$ cat config.mk
export PLATFORM = sky130hd
export DESIGN_NAME = i2m_master
export DESIGN_NICKNAME = d
export VERILOG_FILES = /design/src/logic/i2m_pkg.sv /design/src/logic/i2m_master.sv
export SDC_FILE = /design/constraint.sdc
export NUM_CORES = 1
export LEC_CHECK = 0
export ABC_AREA = 1
export BUFFER_PORTS_ARGS = -buffer_cell sky130_fd_sc_hd__buf_4
export CAP_MARGIN = 20
export CELL_PAD_IN_SITES_DETAIL_PLACEMENT = 0
export CELL_PAD_IN_SITES_GLOBAL_PLACEMENT = 1
export CORE_MARGIN = 3
export CORE_UTILIZATION = 43
export DETAILED_ROUTE_END_ITERATION = 8
export PLACE_DENSITY_LB_ADDON = 0.05
export SYNTH_ARGS = -nofsm -noshare
export SYNTH_HDL_FRONTEND = slang
export SYNTH_SLANG_ARGS = --single-unit
$ cat constraint.sdc
create_clock -name clk_i -period 2.8 [get_ports clk_i]
set_clock_uncertainty 0.05 [all_clocks]
set_input_delay 0.14 -clock clk_i [delete_from_list [all_inputs] [get_ports clk_i]]
set_output_delay 0.14 -clock clk_i [all_outputs]
set_load 0.1 [all_outputs]
$ cat src/logic/i2m_pkg.sv
// Summary of operation
// - Busy flag, status bit 7, is set while the interface runs; transmit FIFO drains then.
// - Missing slave acknowledge sets status bit 6 and stops; software writes zero to clear.
// - Status bit 5 is set while the receive FIFO holds a byte; zero clears.
// - Status bit 4 is set when the transmit FIFO goes empty; zero clears.
// - Two-bit level of the active FIFO: 00 empty, 10 half, 11 full, 01 reserved.
// - Status bit 1 is set on a simultaneous write and read; zero clears.
// - Status bit 0 is set on a transmit write into a full FIFO; zero clears.
// - Target address bit 0 selects read from or write to the slave.
// - During reads the master acknowledges each received byte except the last by itself.
// - After the programmed byte count the master sends a not-acknowledge.
// - Address rewritten mid-transfer gives a repeated start instead of a stop.
// - Separate receive and transmit FIFOs of four bytes each.
// - Software may preload four transmit bytes before shifting starts.
// - Transmit FIFO empty when the shifter needs a byte ends the transfer.
// - A write transfer error ends it and flushes the transmit FIFO.
// - Receive FIFO holds four bytes before software must read them.
// - A read stops once the received count reaches the programmed count plus one.
// - Serial clock is core clock over 16, 32, 64 or 128 by rate code.
// - Five-bit receive count: a read ends after count plus one bytes.
// - With the enable set, writing the target address starts a transfer.
package i2m_pkg;

  localparam logic [7:0] ADR_TX = 8'h9a;
  localparam logic [7:0] ADR_RX = 8'h9b;
  localparam logic [7:0] ADR_MODE = 8'he8;
  localparam logic [7:0] ADR_TGT = 8'he9;
  localparam logic [7:0] ADR_STAT = 8'hea;

  localparam int ST_BUSY = 7;
  localparam int ST_NOACK = 6;
  localparam int ST_RXNE = 5;
  localparam int ST_TXE = 4;
  localparam int ST_ACCERR = 1;
  localparam int ST_TXOVF = 0;
  localparam int MD_EN = 7;
  localparam int MD_RATE_HI = 6;
  localparam int MD_RATE_LO = 5;
  localparam int MD_RCT_HI = 4;
  localparam int TGT_RW = 0;

  localparam logic [1:0] LVL_EMPTY = 2'h0;
  localparam logic [1:0] LVL_RSVD = 2'h1;
  localparam logic [1:0] LVL_HALF = 2'h2;
  localparam logic [1:0] LVL_FULL = 2'h3;

  localparam int DATA_W = 8;
  localparam int FIFO_DEPTH = 4;
  localparam int CNT_W = 3;
  localparam logic [7:0] RESET_BYTE = 8'h00;
  // Quarter bit period in core cycles at rate code 00 (divide by 16).
  localparam logic [5:0] QTR_BASE = 6'h04;
  localparam logic [3:0] ACK_BIT = 4'h8;
  localparam logic [1:0] PH_LOW = 2'h0;
  localparam logic [1:0] PH_RISE = 2'h1;
  localparam logic [1:0] PH_SAMPLE = 2'h2;
  localparam logic [1:0] PH_FALL = 2'h3;

  typedef enum logic [3:0] {
    ST_IDLE = 4'h1,
    ST_START = 4'h2,
    ST_BITS = 4'h4,
    ST_STOP = 4'h8
  } i2m_state_t;

  typedef struct packed {
    logic wr;
    logic rd;
    logic [7:0] addr;
    logic [7:0] wdata;
  } i2m_sfr_req_t;

endpackage : i2m_pkg

$ cat src/logic/i2m_master.sv
`timescale 1ns/10ps
`default_nettype none

// Small flip-flop FIFO with valid and ready on both sides.
module i2m_fifo #(
  parameter int W = 8,
  parameter int D = 4,
  parameter int CW = 3
) (
  input wire logic clk_i,
  input wire logic nrst_i,
  input wire logic flush_i,
  input wire logic in_valid_i,
  output logic in_ready_o,
  input wire logic [W-1:0] in_data_i,
  output logic out_valid_o,
  input wire logic out_ready_i,
  output logic [W-1:0] out_data_o,
  output logic [CW-1:0] count_o
);
  logic [W-1:0] mem_q [D];
  logic [CW-2:0] wp_q;
  logic [CW-2:0] rp_q;
  logic [CW-1:0] cnt_q;
  logic push;
  logic pop;

  assign in_ready_o = (cnt_q != CW'(D));
  assign out_valid_o = (cnt_q != '0);
  assign out_data_o = mem_q[rp_q];
  assign count_o = cnt_q;
  assign push = in_valid_i && in_ready_o;
  assign pop = out_valid_o && out_ready_i;

  // Pointers wrap naturally because the depth is a power of two.
  always_ff @(posedge clk_i or negedge nrst_i) begin
    if (!nrst_i) begin
      wp_q <= '0;
      rp_q <= '0;
      cnt_q <= '0;
    end else if (flush_i) begin
      wp_q <= '0;
      rp_q <= '0;
      cnt_q <= '0;
    end else begin
      if (push) wp_q <= wp_q + 1'b1;
      if (pop) rp_q <= rp_q + 1'b1;
      cnt_q <= CW'(cnt_q + CW'(push) - CW'(pop));
    end
  end

  // Storage needs no reset; the count guards every read.
  always_ff @(posedge clk_i) begin
    if (push) mem_q[wp_q] <= in_data_i;
  end
endmodule : i2m_fifo

// Two-wire master with status flags, reached through its register port.
module i2m_master (
  input wire logic clk_i,
  input wire logic nrst_i,
  input wire i2m_pkg::i2m_sfr_req_t sfr_i,
  output logic [7:0] sfr_rdata_o,
  output logic irq_o,
  input wire logic sda_i,
  output logic sda_o,
  output logic sda_oe_o,
  output logic scl_o,
  output logic scl_oe_o
);
  localparam int CW = i2m_pkg::CNT_W;

  // Level field from a FIFO occupancy.
  function automatic logic [1:0] level(input logic [CW-1:0] c);
    if (c == '0) return i2m_pkg::LVL_EMPTY;
    else if (c == CW'(i2m_pkg::FIFO_DEPTH)) return i2m_pkg::LVL_FULL;
    else return i2m_pkg::LVL_HALF;
  endfunction : level

  i2m_pkg::i2m_state_t state_q;
  logic [7:0] mode_q;
  logic [7:0] tgt_q;
  logic [5:0] div_q;
  logic [5:0] qmax;
  logic [1:0] ph_q;
  logic [3:0] bit_q;
  logic [7:0] sh_q;
  logic rxmode_q;
  logic cur_rw_q;
  logic [4:0] rx_cnt_q;
  logic ack_q;
  logic restart_q;
  logic busy_q;
  logic noack_q;
  logic rxne_q;
  logic txe_q;
  logic accerr_q;
  logic txovf_q;
  logic tx_had_q;
  logic sda_m_q;
  logic sda_s_q;
  logic wr_ok;
  logic rd_ok;
  logic tick;
  logic stall;
  logic step;
  logic byte_end;
  logic nack_ev;
  logic last_w;
  logic go;
  logic tx_push;
  logic tx_ready;
  logic tx_valid;
  logic tx_pop;
  logic tx_flush;
  logic [7:0] tx_data;
  logic [CW-1:0] tx_cnt;
  logic rx_push;
  logic rx_ready;
  logic rx_valid;
  logic rx_pop;
  logic [7:0] rx_data;
  logic [CW-1:0] rx_cnt;
  logic [1:0] lvl_d;
  logic [7:0] stat_d;
  logic scl_oe_d;
  logic sda_oe_d;
  logic stat_clr;

  // A simultaneous write and read is refused as a whole.
  assign wr_ok = sfr_i.wr && !sfr_i.rd;
  assign rd_ok = sfr_i.rd && !sfr_i.wr;
  assign tx_push = wr_ok && (sfr_i.addr == i2m_pkg::ADR_TX);
  assign rx_pop = rd_ok && (sfr_i.addr == i2m_pkg::ADR_RX);
  assign go = wr_ok && (sfr_i.addr == i2m_pkg::ADR_TGT) && mode_q[i2m_pkg::MD_EN];
  // A write to the status register can only clear flags.
  assign stat_clr = wr_ok && (sfr_i.addr == i2m_pkg::ADR_STAT);

  // Quarter period is 4, 8, 16 or 32 cycles, a quarter of 16 << rate.
  assign qmax = 6'((i2m_pkg::QTR_BASE
                    << mode_q[i2m_pkg::MD_RATE_HI:i2m_pkg::MD_RATE_LO])
                   - 1'b1);
  assign tick = (div_q == qmax);
  // Holding SCL low while the receive FIFO is full keeps bytes from being lost.
  assign stall = (state_q == i2m_pkg::ST_BITS) && rxmode_q && (bit_q == i2m_pkg::ACK_BIT)
                 && (ph_q == i2m_pkg::PH_LOW) && !rx_ready;
  assign step = tick && !stall;
  assign byte_end = step && (state_q == i2m_pkg::ST_BITS) && (ph_q == i2m_pkg::PH_FALL)
                    && (bit_q == i2m_pkg::ACK_BIT);
  assign nack_ev = byte_end && !rxmode_q && ack_q;
  assign last_w = (rx_cnt_q == mode_q[i2m_pkg::MD_RCT_HI:0]);
  assign rx_push = step && (state_q == i2m_pkg::ST_BITS) && rxmode_q
                   && (bit_q == i2m_pkg::ACK_BIT) && (ph_q == i2m_pkg::PH_LOW);
  // The shifter takes a new byte only while a write carries on.
  assign tx_pop = byte_end && !rxmode_q && !ack_q && !cur_rw_q;
  assign tx_flush = nack_ev && !cur_rw_q;

  // Transmit path: software preloads up to four bytes.
  i2m_fifo #(
    .W(i2m_pkg::DATA_W),
    .D(i2m_pkg::FIFO_DEPTH),
    .CW(CW)
  ) u_tx_fifo (
    .clk_i(clk_i),
    .nrst_i(nrst_i),
    .flush_i(tx_flush),
    .in_valid_i(tx_push),
    .in_ready_o(tx_ready),
    .in_data_i(sfr_i.wdata),
    .out_valid_o(tx_valid),
    .out_ready_i(tx_pop),
    .out_data_o(tx_data),
    .count_o(tx_cnt)
  );

  // Receive path: four bytes before software must read.
  i2m_fifo #(
    .W(i2m_pkg::DATA_W),
    .D(i2m_pkg::FIFO_DEPTH),
    .CW(CW)
  ) u_rx_fifo (
    .clk_i(clk_i),
    .nrst_i(nrst_i),
    .flush_i(1'b0),
    .in_valid_i(rx_push),
    .in_ready_o(rx_ready),
    .in_data_i(sh_q),
    .out_valid_o(rx_valid),
    .out_ready_i(rx_pop),
    .out_data_o(rx_data),
    .count_o(rx_cnt)
  );

  // SDA passes two flip-flops before the engine samples it.
  always_ff @(posedge clk_i or negedge nrst_i) begin
    if (!nrst_i) begin
      sda_m_q <= 1'b1;
      sda_s_q <= 1'b1;
    end else begin
      sda_m_q <= sda_i;
      sda_s_q <= sda_m_q;
    end
  end

  // Mode and target address registers.
  always_ff @(posedge clk_i or negedge nrst_i) begin
    if (!nrst_i) begin
      mode_q <= i2m_pkg::RESET_BYTE;
      tgt_q <= i2m_pkg::RESET_BYTE;
    end else if (wr_ok) begin
      if (sfr_i.addr == i2m_pkg::ADR_MODE) mode_q <= sfr_i.wdata;
      else if (sfr_i.addr == i2m_pkg::ADR_TGT) tgt_q <= sfr_i.wdata;
    end
  end

  // Quarter-period divider; it idles at zero between transfers.
  always_ff @(posedge clk_i or negedge nrst_i) begin
    if (!nrst_i) div_q <= '0;
    else if (state_q == i2m_pkg::ST_IDLE || step) div_q <= '0;
    else if (!tick) div_q <= div_q + 1'b1;
  end

  // A target rewrite while busy is remembered for a repeated start.
  always_ff @(posedge clk_i or negedge nrst_i) begin
    if (!nrst_i) restart_q <= 1'b0;
    else if (go && state_q != i2m_pkg::ST_IDLE) restart_q <= 1'b1;
    else if (state_q == i2m_pkg::ST_START) restart_q <= 1'b0;
  end

  // Bus sequencer: start, nine-bit byte slots, stop.
  always_ff @(posedge clk_i or negedge nrst_i) begin
    if (!nrst_i) begin
      state_q <= i2m_pkg::ST_IDLE;
      ph_q <= i2m_pkg::PH_LOW;
      bit_q <= '0;
      sh_q <= i2m_pkg::RESET_BYTE;
      rxmode_q <= 1'b0;
      cur_rw_q <= 1'b0;
      rx_cnt_q <= '0;
      ack_q <= 1'b0;
    end else begin
      case (state_q)
        i2m_pkg::ST_IDLE: begin
          ph_q <= i2m_pkg::PH_LOW;
          if (go) state_q <= i2m_pkg::ST_START;
        end
        i2m_pkg::ST_START: begin
          if (step) begin
            ph_q <= ph_q + 1'b1;
            if (ph_q == i2m_pkg::PH_FALL) begin
              state_q <= i2m_pkg::ST_BITS;
              bit_q <= '0;
              sh_q <= tgt_q;
              cur_rw_q <= tgt_q[i2m_pkg::TGT_RW];
              rxmode_q <= 1'b0;
              rx_cnt_q <= '0;
            end
          end
        end
        i2m_pkg::ST_BITS: begin
          if (step) begin
            ph_q <= ph_q + 1'b1;
            if (ph_q == i2m_pkg::PH_SAMPLE) begin
              if (rxmode_q && bit_q != i2m_pkg::ACK_BIT) sh_q <= {sh_q[6:0], sda_s_q};
              else if (!rxmode_q && bit_q == i2m_pkg::ACK_BIT) ack_q <= sda_s_q;
            end
            if (ph_q == i2m_pkg::PH_FALL) begin
              bit_q <= bit_q + 1'b1;
              if (!rxmode_q && bit_q != i2m_pkg::ACK_BIT) sh_q <= {sh_q[6:0], 1'b0};
              if (bit_q == i2m_pkg::ACK_BIT) begin
                bit_q <= '0;
                if (rxmode_q) rx_cnt_q <= rx_cnt_q + 1'b1;
                if (nack_ev) begin
                  state_q <= i2m_pkg::ST_STOP;
                end else if (rxmode_q ? last_w : !cur_rw_q && !tx_valid) begin
                  state_q <= restart_q ? i2m_pkg::ST_START : i2m_pkg::ST_STOP;
                end else if (cur_rw_q) begin
                  rxmode_q <= 1'b1;
                end else begin
                  sh_q <= tx_data;
                end
              end
            end
          end
        end
        i2m_pkg::ST_STOP: begin
          if (step) begin
            ph_q <= ph_q + 1'b1;
            if (ph_q == i2m_pkg::PH_FALL) state_q <= i2m_pkg::ST_IDLE;
          end
        end
        default: state_q <= i2m_pkg::ST_IDLE;
      endcase
    end
  end

  // Pin levels per phase; SDA moves while SCL is high only for start and stop.
  always_comb begin
    scl_oe_d = 1'b0;
    sda_oe_d = 1'b0;
    case (state_q)
      i2m_pkg::ST_START: begin
        scl_oe_d = (ph_q == i2m_pkg::PH_LOW) || (ph_q == i2m_pkg::PH_FALL);
        sda_oe_d = ph_q[1];
      end
      i2m_pkg::ST_BITS: begin
        scl_oe_d = (ph_q == i2m_pkg::PH_LOW) || (ph_q == i2m_pkg::PH_FALL);
        if (bit_q != i2m_pkg::ACK_BIT) sda_oe_d = !rxmode_q && !sh_q[7];
        else sda_oe_d = rxmode_q && !last_w;
      end
      i2m_pkg::ST_STOP: begin
        scl_oe_d = (ph_q == i2m_pkg::PH_LOW);
        sda_oe_d = !ph_q[1];
      end
      default: begin
        scl_oe_d = 1'b0;
        sda_oe_d = 1'b0;
      end
    endcase
  end

  // Open-drain pins: the data value is always low, only the enable moves.
  always_ff @(posedge clk_i or negedge nrst_i) begin
    if (!nrst_i) begin
      scl_oe_o <= 1'b0;
      sda_oe_o <= 1'b0;
      scl_o <= 1'b0;
      sda_o <= 1'b0;
    end else begin
      scl_oe_o <= scl_oe_d;
      sda_oe_o <= sda_oe_d;
      scl_o <= 1'b0;
      sda_o <= 1'b0;
    end
  end

  // Flags other than busy are sticky; a hardware set wins over a software clear.
  always_ff @(posedge clk_i or negedge nrst_i) begin
    if (!nrst_i) begin
      busy_q <= 1'b0;
      noack_q <= 1'b0;
      rxne_q <= 1'b0;
      txe_q <= 1'b0;
      accerr_q <= 1'b0;
      txovf_q <= 1'b0;
      tx_had_q <= 1'b0;
    end else begin
      busy_q <= (state_q != i2m_pkg::ST_IDLE);
      tx_had_q <= (tx_cnt != '0);
      noack_q <= nack_ev
                 || (noack_q && !(stat_clr && !sfr_i.wdata[i2m_pkg::ST_NOACK]));
      rxne_q <= rx_valid
                || (rxne_q && !(stat_clr && !sfr_i.wdata[i2m_pkg::ST_RXNE]));
      txe_q <= (tx_had_q && tx_cnt == '0)
               || (txe_q && !(stat_clr && !sfr_i.wdata[i2m_pkg::ST_TXE]));
      accerr_q <= (sfr_i.wr && sfr_i.rd)
                  || (accerr_q
                      && !(stat_clr && !sfr_i.wdata[i2m_pkg::ST_ACCERR]));
      txovf_q <= (tx_push && !tx_ready)
                 || (txovf_q
                     && !(stat_clr && !sfr_i.wdata[i2m_pkg::ST_TXOVF]));
    end
  end

  // Level of whichever FIFO the current direction uses.
  assign lvl_d = cur_rw_q ? level(rx_cnt) : level(tx_cnt);
  assign stat_d = {busy_q, noack_q, rxne_q, txe_q, lvl_d, accerr_q, txovf_q};

  // Read data and interrupt request are registered.
  always_ff @(posedge clk_i or negedge nrst_i) begin
    if (!nrst_i) begin
      sfr_rdata_o <= i2m_pkg::RESET_BYTE;
      irq_o <= 1'b0;
    end else begin
      irq_o <= noack_q || rxne_q || txe_q;
      if (!rd_ok) sfr_rdata_o <= sfr_rdata_o;
      else if (sfr_i.addr == i2m_pkg::ADR_RX) sfr_rdata_o <= rx_valid ? rx_data : '0;
      else if (sfr_i.addr == i2m_pkg::ADR_MODE) sfr_rdata_o <= mode_q;
      else if (sfr_i.addr == i2m_pkg::ADR_TGT) sfr_rdata_o <= tgt_q;
      else if (sfr_i.addr == i2m_pkg::ADR_STAT) sfr_rdata_o <= stat_d;
      else sfr_rdata_o <= '0;
    end
  end

  busy_flag_a: assert property (@(posedge clk_i) disable iff (!nrst_i)
    state_q != i2m_pkg::ST_IDLE |=> busy_q) else $error("busy flag low in transfer");
  noack_stop_a: assert property (@(posedge clk_i) disable iff (!nrst_i)
    nack_ev |=> noack_q && state_q == i2m_pkg::ST_STOP) else $error("no stop on nack");
  rx_flag_a: assert property (@(posedge clk_i) disable iff (!nrst_i)
    rx_cnt != '0 |=> rxne_q) else $error("receive flag missing");
  tx_empty_a: assert property (@(posedge clk_i) disable iff (!nrst_i)
    tx_cnt != '0 ##1 tx_cnt == '0 |=> txe_q) else $error("tx empty flag missing");
  level_code_a: assert property (@(posedge clk_i) disable iff (!nrst_i)
    lvl_d != i2m_pkg::LVL_RSVD) else $error("reserved level code");
  acc_error_a: assert property (@(posedge clk_i) disable iff (!nrst_i)
    sfr_i.wr && sfr_i.rd |=> accerr_q) else $error("access error not flagged");
  tx_overflow_a: assert property (@(posedge clk_i) disable iff (!nrst_i)
    tx_push && !tx_ready |=> txovf_q && tx_cnt == CW'(i2m_pkg::FIFO_DEPTH))
    else $error("overflow not flagged");
  master_ack_a: assert property (@(posedge clk_i) disable iff (!nrst_i)
    state_q == i2m_pkg::ST_BITS && rxmode_q && bit_q == i2m_pkg::ACK_BIT
    && ph_q == i2m_pkg::PH_SAMPLE && !last_w |-> sda_oe_o) else $error("no master ack");
  final_nack_a: assert property (@(posedge clk_i) disable iff (!nrst_i)
    state_q == i2m_pkg::ST_BITS && rxmode_q && bit_q == i2m_pkg::ACK_BIT
    && ph_q == i2m_pkg::PH_SAMPLE && last_w |-> !sda_oe_o) else $error("no final nack");
  tx_flush_a: assert property (@(posedge clk_i) disable iff (!nrst_i)
    tx_flush |=> tx_cnt == '0) else $error("tx fifo not flushed");
endmodule : i2m_master

`default_nettype wire

==> flow_metrics.py <==
metrics = {
    "outcome": {
        "outcome": "finished, final reports clean",
    },
    "final_layout": {
        "n_fill_cell": 1484,
        "regArea_sq_mm": 0.00400,
        "num-nets-final": 932,
        "antennaDiodeCount": 0,
        "final_cell_mix": "nand2_1, inv_1, nor2_1, o21ai_0, dfrtp_1",
        "drive_gt1_share_pct": 13.8,
        "final_common_cell": "nand2_1",
        "multi_input_area_sq_mm": 0.00267,
        "areaGrowthSynthToFinish_pct": 19.8,
    },
    "power": {
        "leakage_uw": 0.00402,
        "powerDensity_mw_per_mm2": 714,
        "peakVddDrop_mv": 0.453,
    },
    "synthesis": {
        "synth_ff_type": "dfrtp_1",
        "yosys.area_share.simple_pct": 19.4,
        "synth_edf_count": 64,
        "synthMuxAreaShare_pct": 0,
        "postSynthAreaPerCell_sq_um": 8.93,
        "synth-seq-area-share_pct": 55.3,
        "synth_area_sq_mm": 0.00724,
        "synth.distinct_cells": 47,
        "yosys.area_share.xor_xnor_pct": 1.21,
        "synth_top_family_by_area": "simple AND/OR/NAND/NOR gates",
        "synthAdderAreaFrac_pct": 3.84,
        "synth-compound-area-share_pct": 12.2,
        "synth_cells": 810,
        "synthArstFlopShare_pct": 56.5,
        "ys.warnings.count": 0,
        "ys_ff_latch": 147,
    },
    "worst_hold_path": {
        "hold_class": "input port to register",
        "holdPathStages": 4,
        "hp-start": "sfr_i[8]",
        "holdPathEnd": "txovf_q",
    },
    "critical_path": {
        "critPathBufInv": 4,
        "crit_required_ns": 3.11,
        "reg2reg_depth": 15,
        "crit_path_max_fanout": 3,
        "cp_cell_sequence": "nor2_2 -> nand3_2 -> inv_2 -> nand2_1 -> nor2_2 -> nand3_1 -> or2_4 -> inv_1 -> ha_1 -> inv_1 -> ha_1 -> inv_1 -> fa_1 -> xor2_1 -> nor2_1",
        "critical_path_class": "register to register",
        "end_kind": "register",
        "r2r_start": "state_q[1]",
        "path_delay_family": "simple AND/OR/NAND/NOR gates",
        "r2r_end": "u_tx_fifo.count_o[2]",
        "critPathSlowestCell": "dfrtp_1",
        "cpPeakStageDelay_ns": 0.40,
        "ff2ff_setup_slack_ns": 0.17,
        "crit_top_cell": "inv_1",
        "startpoint_type": "register",
        "arrival_ns": 2.94,
    },
    "timing": {
        "fmax_mhz": 380,
        "rsz0062_at_grt": "no",
        "relSlewSlack_pct": 57.0,
        "totalNegativeSetupSlack_ns": 0,
        "drv_slew": 0,
        "period_share_pct": 94.1,
        "fin_crit_ns": 2.63,
        "final_hold_viol_count": 0,
        "worstMarginPinSlew_ns": 0.645,
        "whs_ns": 0.0221,
        "setup_viol": 0,
        "layout_setup_ws_ns": 0.165,
    },
    "route": {
        "route.detailed.drc": 0,
        "first_pass_iters": 6,
        "vias": 5660,
        "routedWlPerCell_microns": 16.7,
        "drt_iter0_markers": 390,
        "drt_wl_total_microns": 18700,
        "vias_per_cell": 5.06,
        "ant_nets": 0,
    },
    "floorplanning": {
        "core-area_sq_mm": 0.0162,
        "die_h_microns": 136,
        "initial_core_util_pct": 44.7,
        "num_io_pins": 34,
        "placementRows": 46,
        "die_area_sq_mm": 0.0184,
        "dieWidth_microns": 136,
    },
    "cts": {
        "cts_tree": "yes",
        "path_clk_slew_ns": 0.07,
        "clock-root-buffer": "clkbuf_16",
        "clkLatencyLatePin_ns": 0.42,
        "htreeDepth": 4,
        "clock-sinks": 147,
        "cts_made_buffers": 17,
        "clockBufferDepth": 2,
    },
    "global_route": {
        "grt_max_degree": 44,
        "antenna_found_initial": 0,
        "grt_pass1_vias": 5599,
        "grt_overflow": 0,
        "grt_use_total_pct": 21.6,
        "grt_pass1_wl_microns": 30200,
    },
    "place": {
        "hpwl_microns": 13700,
        "place_ws_ns": 0.0707,
        "io_buffers": 31,
        "place.gp.congestion": 0.839,
    },
    "run": {
        "maxCapViolations": 0,
    },
}
## power by group
part           switching [uW]  internal (uW)  total [uW]
Combinational             814            419        1230
Clock                    1020           1270        2280
Sequential                189           2480        2670
## state kept, by name, summed over array words and instances, names as in the netlist, 5 cells and up
signal	cells
u_rx_fifo.mem_q	32
u_tx_fifo.mem_q	32
mode_q	8
sfr_rdata_o	8
sh_q	8
tgt_q	8
div_q	6
rx_cnt_q	5
## stage by stage
step           instances  util (%)  area [sq um]  power, uW
2_1_floorplan        811         -          7240       3540
3_3_place_gp        1070      48.8          7900       3870
3_5_place_dp        1070      48.8          7900       3900
4_1_cts             1117      53.4          8640       6200
5_1_grt             1119      53.6          8670       6510
6_report            1119      53.6          8670       6180
## logic make-up after synthesis
kind of cell	Yosys count
AO/OA/AOI/OAI	156
adder cells (fa/ha/maj)	21
other	1
XOR/XNOR	10
AND/OR/NAND/NOR	325
buffers and inverters	150
flip-flops	147
## what timing repair did
item | 4_1_cts | 5_1_grt
setup endpoints to repair | 0 | 2
buffers inserted | 0 | 2
endpoints found under the hold margin | 88 | 0
hold buffers | 15 | 0
resized for setup | 0 | 6
## synthesized netlist by cell type (9+ instances only)
master / instances / area share (%)
nand3_1: 44 / 3.0
dfrtp_1: 80 / 28
o22ai_1: 17 / 1.5
clkbuf_1: 13 / 0.67
ha_1: 19 / 3.3
a21oi_1: 23 / 1.6
o21ai_0: 84 / 5.8
edfxtp_1: 64 / 27
o21ai_1: 9 / 0.62
nor2_1: 94 / 4.9
nand2_1: 159 / 8.2
inv_1: 125 / 6.5
## worst min-delay path: stages
cell	delay (ns)
buf_4	0.09
inv_1	0.04
nand3_1	0.11
o41ai_1	0.07
## how the worst max path moves through the flow
stage | startpoint | to | slack, ns | cells past startpoint
after CTS | bit_q[0] | u_tx_fifo.count_o[2] | 0.05 | 16
after global routing | bit_q[0] | u_tx_fifo.count_o[2] | 0.002 | 16
final | state_q[1] | u_tx_fifo.count_o[2] | 0.17 | 15
after global placement | bit_q[0] | u_tx_fifo.count_o[2] | 0.11 | 16
after floorplan | bit_q[0] | u_tx_fifo.count_o[2] | 0.17 | 16
after detailed placement | bit_q[0] | u_tx_fifo.count_o[2] | 0.07 | 16
## per-layer routing
metal / track usage, % / up-vias / share of wire [%]
li1: - / 2825 / -
met1: 30.5 / 2729 / 49
met2: 34.9 / 88 / 47
met3: 4.09 / 18 / 3.1
met4: 4.98 / 0 / 0.93
met5: 0 / - / 0
## layout make-up
type	count	share of cell area, %
multi-input cells	514	30.8
well taps	216	3.12
repair buffers	78	7.33
clock buffers	17	4.91
flip-flops and latches	147	46.2
clock inverters	15	1.93
inverters	132	5.72
Power figures use the tool's default switching activity.
